### src/pkg/ats_regs.vh
// Register map, field layout and trigger codes of the trigger select block
`ifndef ATS_REGS_VH
`define ATS_REGS_VH

// ============================================================
// Register offsets (byte addresses)
`define ATS_ADDR_W            8
`define ATS_OFF_TRIG_SEL      8'h14
`define ATS_OFF_UFLOW         8'h18
`define ATS_OFF_INITIATE      8'h28
`define ATS_OFF_SEQ_ENABLE    8'h00
`define ATS_OFF_INT_MASK      8'h30

// ============================================================
// Field layout
`define ATS_NSEQ              4
`define ATS_FIELD_W           4
`define ATS_TRIG_RESET        16'h0000
`define ATS_FLAGS_RESET       4'h0
`define ATS_ZERO32            32'h0000_0000

// ============================================================
// Trigger codes
`define ATS_TRIG_PROC         4'h0
`define ATS_TRIG_COMP0        4'h1
`define ATS_TRIG_EXT_PIN      4'h4
`define ATS_TRIG_TIMER        4'h5
`define ATS_TRIG_PGEN_A       4'h6
`define ATS_TRIG_PGEN_B       4'h7
`define ATS_TRIG_PGEN_C       4'h8
`define ATS_TRIG_ALWAYS       4'hf

`endif

### src/core/ats_trig_mux.v
// One sequencer's trigger selector: code table to start pulse
`timescale 1ns/100ps

module ats_trig_mux (
    // Clock and reset
    input  wire       clk,
    input  wire       srst,
    input  wire       clk_en,
    // Selection
    input  wire [3:0] field,
    input  wire       enabled,
    input  wire       initiate,
    // Trigger events
    input  wire       comp0_evt,
    input  wire       ext_pin_evt,
    input  wire       timer_evt,
    input  wire       pgen_a_evt,
    input  wire       pgen_b_evt,
    input  wire       pgen_c_evt,
    // Result
    output reg        start_q
);
`include "ats_regs.vh"

    // ============================================================
    // Decode
    function sel_event;
        input [3:0] code;
        input       ini;
        input       c0;
        input       ep;
        input       tm;
        input       pa;
        input       pb;
        input       pc;
        begin
            case (code)
                `ATS_TRIG_PROC:    sel_event = ini;
                `ATS_TRIG_COMP0:   sel_event = c0;
                `ATS_TRIG_EXT_PIN: sel_event = ep;
                `ATS_TRIG_TIMER:   sel_event = tm;
                `ATS_TRIG_PGEN_A:  sel_event = pa;
                `ATS_TRIG_PGEN_B:  sel_event = pb;
                `ATS_TRIG_PGEN_C:  sel_event = pc;
                `ATS_TRIG_ALWAYS:  sel_event = 1'b1;
                // Reserved codes never start sampling
                default:           sel_event = 1'b0;
            endcase
        end
    endfunction

    wire start_d = enabled & sel_event(field, initiate, comp0_evt, ext_pin_evt,
                                       timer_evt, pgen_a_evt, pgen_b_evt, pgen_c_evt);

    always @(posedge clk) begin
        if (srst) begin
            start_q <= 1'b0;
        end else if (clk_en) begin
            start_q <= start_d;
        end
    end

endmodule

### src/core/ats_top.v
// Trigger source select and FIFO underflow flags of the converter sequencers
//
// The address-and-strobe port was decided locally.
`timescale 1ns/100ps

module ats_top #(
    parameter NSEQ = 4,
    parameter DW   = 32
) (
    // Clock, reset, enable
    input  wire            clk,
    input  wire            srst,
    input  wire            clk_en,
    // Register port
    input  wire [7:0]      reg_addr,
    input  wire [31:0]     reg_wdata,
    input  wire            reg_wr,
    input  wire            reg_rd,
    output reg  [31:0]     reg_rdata_q,
    // Trigger sources
    input  wire            comp0_evt,
    input  wire            external_trigger_pin,
    input  wire            timer_evt,
    input  wire            pulse_gen_a_trigger,
    input  wire            pulse_gen_b_trigger,
    input  wire            pulse_gen_c_trigger,
    // Sequencer starts
    output wire [NSEQ-1:0] seq_start_q,
    // FIFO read side
    input  wire [NSEQ-1:0] fifo_rd_req,
    input  wire [NSEQ-1:0] fifo_empty,
    input  wire [DW-1:0]   fifo_rd_data,
    output reg  [NSEQ-1:0] fifo_pop_q,
    output reg  [DW-1:0]   rd_data_q,
    output reg             rd_valid_q,
    // Interrupt
    output reg             irq_q
);
`include "ats_regs.vh"

    // ============================================================
    // Register state
    reg [15:0]     trigger_source_select_q;
    reg [NSEQ-1:0] fifo_underflow_flags_q;
    reg [NSEQ-1:0] sequencer_active_enable_q;
    reg [NSEQ-1:0] int_mask_q;
    reg [NSEQ-1:0] initiate_q;

    function hit;
        input [7:0] a;
        input [7:0] off;
        begin
            hit = (a == off);
        end
    endfunction

    wire wr_trig  = reg_wr & hit(reg_addr, `ATS_OFF_TRIG_SEL);
    wire wr_uflow = reg_wr & hit(reg_addr, `ATS_OFF_UFLOW);
    wire wr_init  = reg_wr & hit(reg_addr, `ATS_OFF_INITIATE);
    wire wr_en    = reg_wr & hit(reg_addr, `ATS_OFF_SEQ_ENABLE);
    wire wr_mask  = reg_wr & hit(reg_addr, `ATS_OFF_INT_MASK);

    // ============================================================
    // Underflow detection
    // Lowest sequencer with a request is served; one FIFO read per cycle
    reg [NSEQ-1:0] sel_rd;
    integer        i;
    always @* begin
        sel_rd = {NSEQ{1'b0}};
        for (i = NSEQ - 1; i >= 0; i = i - 1) begin
            if (fifo_rd_req[i]) begin
                sel_rd = {NSEQ{1'b0}};
                sel_rd[i] = 1'b1;
            end
        end
    end

    wire [NSEQ-1:0] uflow_evt = sel_rd & fifo_empty;
    wire [NSEQ-1:0] clr_mask  = wr_uflow ? reg_wdata[NSEQ-1:0] : {NSEQ{1'b0}};
    wire [NSEQ-1:0] flags_d   = (fifo_underflow_flags_q & ~clr_mask) | uflow_evt;

    wire [DW-1:0] sel_data = |(sel_rd & ~fifo_empty) ? fifo_rd_data : {DW{1'b0}};

    // ============================================================
    // Registers
    always @(posedge clk) begin
        if (srst) begin
            trigger_source_select_q   <= `ATS_TRIG_RESET;
            fifo_underflow_flags_q    <= `ATS_FLAGS_RESET;
            sequencer_active_enable_q <= `ATS_FLAGS_RESET;
            int_mask_q                <= `ATS_FLAGS_RESET;
            initiate_q                <= `ATS_FLAGS_RESET;
            fifo_pop_q                <= `ATS_FLAGS_RESET;
            rd_data_q                 <= {DW{1'b0}};
            rd_valid_q                <= 1'b0;
            irq_q                     <= 1'b0;
        end else if (clk_en) begin
            if (wr_trig) begin
                trigger_source_select_q <= reg_wdata[15:0];
            end
            if (wr_en) begin
                sequencer_active_enable_q <= reg_wdata[NSEQ-1:0];
            end
            if (wr_mask) begin
                int_mask_q <= reg_wdata[NSEQ-1:0];
            end
            // Initiate is write-only: a one-cycle request per written bit
            initiate_q             <= wr_init ? reg_wdata[NSEQ-1:0] : {NSEQ{1'b0}};
            fifo_underflow_flags_q <= flags_d;
            fifo_pop_q             <= sel_rd & ~fifo_empty;
            rd_data_q              <= sel_data;
            rd_valid_q             <= |sel_rd;
            irq_q                  <= |(flags_d & int_mask_q);
        end
    end

    // ============================================================
    // Read port
    // Reserved bits read zero, well within the undefined allowance
    always @(posedge clk) begin
        if (srst) begin
            reg_rdata_q <= `ATS_ZERO32;
        end else if (clk_en) begin
            reg_rdata_q <= `ATS_ZERO32;
            if (reg_rd) begin
                case (reg_addr)
                    `ATS_OFF_TRIG_SEL:   reg_rdata_q <= {16'h0000, trigger_source_select_q};
                    `ATS_OFF_UFLOW:      reg_rdata_q <= {28'h0000000, fifo_underflow_flags_q};
                    `ATS_OFF_SEQ_ENABLE: reg_rdata_q <= {28'h0000000, sequencer_active_enable_q};
                    `ATS_OFF_INT_MASK:   reg_rdata_q <= {28'h0000000, int_mask_q};
                    default:             reg_rdata_q <= `ATS_ZERO32;
                endcase
            end
        end
    end

    // ============================================================
    // Per-sequencer trigger selection
    genvar g;
    generate
        for (g = 0; g < NSEQ; g = g + 1) begin : seq
            ats_trig_mux u_mux (
                .clk         (clk),
                .srst        (srst),
                .clk_en      (clk_en),
                .field       (trigger_source_select_q[g*4 +: 4]),
                .enabled     (sequencer_active_enable_q[g]),
                .initiate    (initiate_q[g]),
                .comp0_evt   (comp0_evt),
                .ext_pin_evt (external_trigger_pin),
                .timer_evt   (timer_evt),
                .pgen_a_evt  (pulse_gen_a_trigger),
                .pgen_b_evt  (pulse_gen_b_trigger),
                .pgen_c_evt  (pulse_gen_c_trigger),
                .start_q     (seq_start_q[g])
            );
        end
    endgenerate

endmodule

### config.mk
export PLATFORM = sky130hd
export DESIGN_NAME = ats_top
export DESIGN_NICKNAME = d
export VERILOG_FILES = /design/src/core/ats_trig_mux.v /design/src/core/ats_top.v
export VERILOG_INCLUDE_DIRS = /design/src /design/src/pkg
export SDC_FILE = /design/constraint.sdc
export NUM_CORES = 1
export LEC_CHECK = 0
export BUFFER_PORTS_ARGS = -buffer_cell sky130_fd_sc_hd__buf_2
export CELL_PAD_IN_SITES_DETAIL_PLACEMENT = 1
export CELL_PAD_IN_SITES_GLOBAL_PLACEMENT = 1
export CORE_MARGIN = 2
export CORE_UTILIZATION = 39
export CTS_BUF_LIST = sky130_fd_sc_hd__clkbuf_8
export DETAILED_ROUTE_END_ITERATION = 12
export PLACE_DENSITY = 0.89
export SETUP_SLACK_MARGIN = 0.15
export SLEW_MARGIN = 25
export SYNTH_ARGS = -nofsm -noshare
export SYNTH_HDL_FRONTEND = slang
export SYNTH_SLANG_ARGS = --single-unit
### constraint.sdc
create_clock -name clk -period 4.7 [get_ports clk]
set_input_delay 0.47 -clock clk [delete_from_list [all_inputs] [get_ports clk]]
set_output_delay 0.47 -clock clk [all_outputs]
set_load 0.05 [all_outputs]
==> flow_metrics.env <==
export IMPL_top_register="rd_data_q"
export IMPL_crit_cells=6
export IMPL_clockBufferDepth=2
export IMPL_grt_usage=0.210
export IMPL_grt_setup_unrepaired="false"
export IMPL_wire_per_inst_um=16.4
export IMPL_worstPathMaxFanout=16
export IMPL_maxSlewHeadroom=0.506
export IMPL_syn_inst=442
export IMPL_end_kind="flip-flop"
export IMPL_wl_um=11400
export IMPL_top_regs="rd_data_q: 32 flops, reg_rdata_q: 16 flops, trigger_source_select_q: 16 flops"
export IMPL_dp_cells=679
export IMPL_crit_arrival_ps=2570
export IMPL_grt_max_degree=48
export IMPL_fp_row_count=36
export IMPL_finalNetCount=648
export IMPL_fin_ws_ps=2420
export IMPL_dieHeight_um=105
export IMPL_rrSetupSlack_ps=3280
export IMPL_setup_tns_ps=0
export IMPL_maxSlewViolCount=0
export IMPL_final_common_cell="buf_2"
export IMPL_hold_path_class="in -> reg"
export IMPL_antenna_found_initial=0
export IMPL_yosysUniqueCellTypes=52
export IMPL_postCtsSetupRepairBufs=0
export IMPL_drv_cap=0
export IMPL_htreeDepth=3
export IMPL_drive_above_1_share=0.322
export IMPL_antenna_left=0
export IMPL_boundaryPins=165
export IMPL_async_reset_ff_frac=0
export IMPL_ys_ff_latch=90
export IMPL_dr_first_iter_drc_count=135
export IMPL_cp_num_buf_inv=1
export IMPL_cp_required_ps=4980
export IMPL_min_period_ps=2280
export IMPL_cts_resized=0
export IMPL_clk_pin_slew_ps=100
export IMPL_start_kind="primary input"
export IMPL_cts_sinks=90
export IMPL_ys_seq_area_frac=0.452
export IMPL_path_cells="buf_2 -> or4_4 -> or3b_4 -> nor3_4 -> nand2_1 -> a21oi_2"
export IMPL_antenna_cells=0
export IMPL_worst_pin_slew_ps=736
export IMPL_cts_tree="yes"
export IMPL_clock_latency_ps=350
export IMPL_critPathSlowestCell="nor3_4"
export IMPL_via_per_inst=5.26
export IMPL_crit_type="in -> reg"
export IMPL_timing_fmax_mhz=438
export IMPL_core_sq_um=9860
export IMPL_period_share=0.486
export IMPL_setup_violations=0
export IMPL_critPathTopFamily="simple AND/OR/NAND/NOR gates"
export IMPL_largest_reg_flops=32
export IMPL_dominantRegCellSynth="dfxtp_1"
export IMPL_grt_pass1_wl_um=19100
export IMPL_ir_drop_uv=171
export IMPL_finalHoldViolCount=0
export IMPL_synth_edf_count=0
export IMPL_netlist_area_sq_um=3990
export IMPL_initial_utilization=0.404
export IMPL_p_leak_nw=2.06
export IMPL_yosysWarnings=0
export IMPL_cts_hold_buf=0
export IMPL_ff2ff_path_depth=5
export IMPL_die_w_um=105
export IMPL_pre_cts_slack_ps=2050
export IMPL_num_vias=3653
export IMPL_crit_end="trigger_source_select_q[8]$_SDFFE_PP0P_"
export IMPL_drc=0
export IMPL_cts_root_buf="clkbuf_8"
export IMPL_overflow=0
export IMPL_r2r_start="trigger_source_select_q[11]$_SDFFE_PP0P_"
export IMPL_final_cell_mix="132 x buf_2, 90 x dfxtp_1, 40 x nor2_1"
export IMPL_port_buffer_count=132
export IMPL_drt_pass1_iter_count=4
export IMPL_worstSetupStartpoint="reg_addr[1]"
export IMPL_place_congestion=0.871
export IMPL_cpPeakStageDelay_ps=610
export IMPL_outcome="completed"
export IMPL_numCtsBuffers=9
export IMPL_p_per_area_nw_per_um2=319
export IMPL_grt_pass1_vias=3799
export IMPL_final_cells=695
export IMPL_clock_skew_ps=8.19
export IMPL_dp_hpwl_um=8480
export IMPL_r2r_end="seq[2].u_mux.start_q$_SDFFE_PP0P_"
export IMPL_die_area_sq_um=11000
export IMPL_syn2layout_area_growth_pct=21.1
export IMPL_syn_avg_cell_area_sq_um=9.02
[how the worst min path moves through the flow]
stage	start	to	slack [ps]	depth (start not counted)
finish	fifo_rd_data[5]	rd_data_q[5]$_SDFFE_PP0P_	320	2
global route	fifo_rd_data[20]	rd_data_q[20]$_SDFFE_PP0P_	300	2
CTS	fifo_rd_data[5]	rd_data_q[5]$_SDFFE_PP0P_	310	2
detailed placement	rd_data_q[23]$_SDFFE_PP0P_	rd_data_q[23]$_SDFFE_PP0P_	460	1
global placement	seq[3].u_mux.start_q$_SDFFE_PP0P_	seq[3].u_mux.start_q$_SDFFE_PP0P_	460	1
floorplan	seq[3].u_mux.start_q$_SDFFE_PP0P_	seq[3].u_mux.start_q$_SDFFE_PP0P_	440	1
[power by group]
| part | total, mW | internal (mW) | switching, mW |
|---|---|---|---|
| registers | 0.786 | 0.778 | 0.00845 |
| clock network | 0.553 | 0.266 | 0.287 |
| logic | 0.203 | 0.0539 | 0.149 |
[synth_stat cells, types with 3 or more instances]
| master | instances | area share |
|---|---|---|
| nand2_2 | 10 | 0.016 |
| dfxtp_1 | 90 | 0.45 |
| a22oi_1 | 6 | 0.011 |
| mux2i_1 | 20 | 0.050 |
| buf_1 | 5 | 0.0047 |
| clkbuf_1 | 16 | 0.015 |
| or3_1 | 3 | 0.0047 |
| nand2b_1 | 7 | 0.011 |
| a22o_1 | 31 | 0.068 |
| o21ai_0 | 12 | 0.015 |
| a311oi_1 | 5 | 0.011 |
| a21oi_2 | 10 | 0.022 |
| nor3_1 | 5 | 0.0063 |
| nand3_1 | 13 | 0.016 |
| nor2b_1 | 19 | 0.030 |
| nor3b_1 | 5 | 0.0094 |
| a31oi_1 | 8 | 0.013 |
| a21oi_1 | 31 | 0.039 |
| nor2_1 | 41 | 0.039 |
| buf_4 | 20 | 0.038 |
| nand3b_1 | 3 | 0.0056 |
| nand2_1 | 34 | 0.032 |
| inv_1 | 9 | 0.0085 |
| nand4_1 | 3 | 0.0047 |
[metal layers]
metal	routed length, um	vias up	track usage
met2	5910	94	0.383
met5	0	-	0
li1	-	1768	-
met4	126	0	0.0429
met3	446	13	0.0449
met1	4900	1778	0.254
[per-stage QoR]
| step | instance area, sq um | total power [mW] | hold WS, ps | utilization |
|---|---|---|---|---|
| 4_1_cts | 4830 | 1.56 | 308 | 0.489 |
| 3_3_place_gp | 4610 | 1.00 | 457 | 0.468 |
| 3_5_place_dp | 4620 | 1.01 | 464 | 0.468 |
| 5_1_grt | 4830 | 1.60 | 303 | 0.490 |
| 6_report | 4830 | 1.54 | 321 | 0.490 |
| 2_1_floorplan | 4040 | 0.946 | 443 | - |
[area by class of cell]
| cell class | count | area (sq um) |
|---|---|---|
| fill | 1201 | 5030 |
| multi-input combinational | 312 | 1940 |
| sequential | 90 | 1800 |
| timing repair buffer | 135 | 683 |
| tap | 133 | 166 |
| clock buffer | 10 | 138 |
| clock inverter | 6 | 71.3 |
| inverter | 9 | 33.8 |
[cell families (layout without fill, tap and decap cells)]
| family | after synthesis | count (layout) | share of synthesized area |
|---|---|---|---|
| simple gates | 160 | 160 | 0.212 |
| flops | 90 | 90 | 0.452 |
| other cells | 1 | 16 | 0.000940 |
| buf+inv | 55 | 160 | 0.0791 |
| compound gates | 116 | 116 | 0.206 |
| mux | 20 | 20 | 0.0502 |
Note: power is estimated with default switching activity, not from simulation.
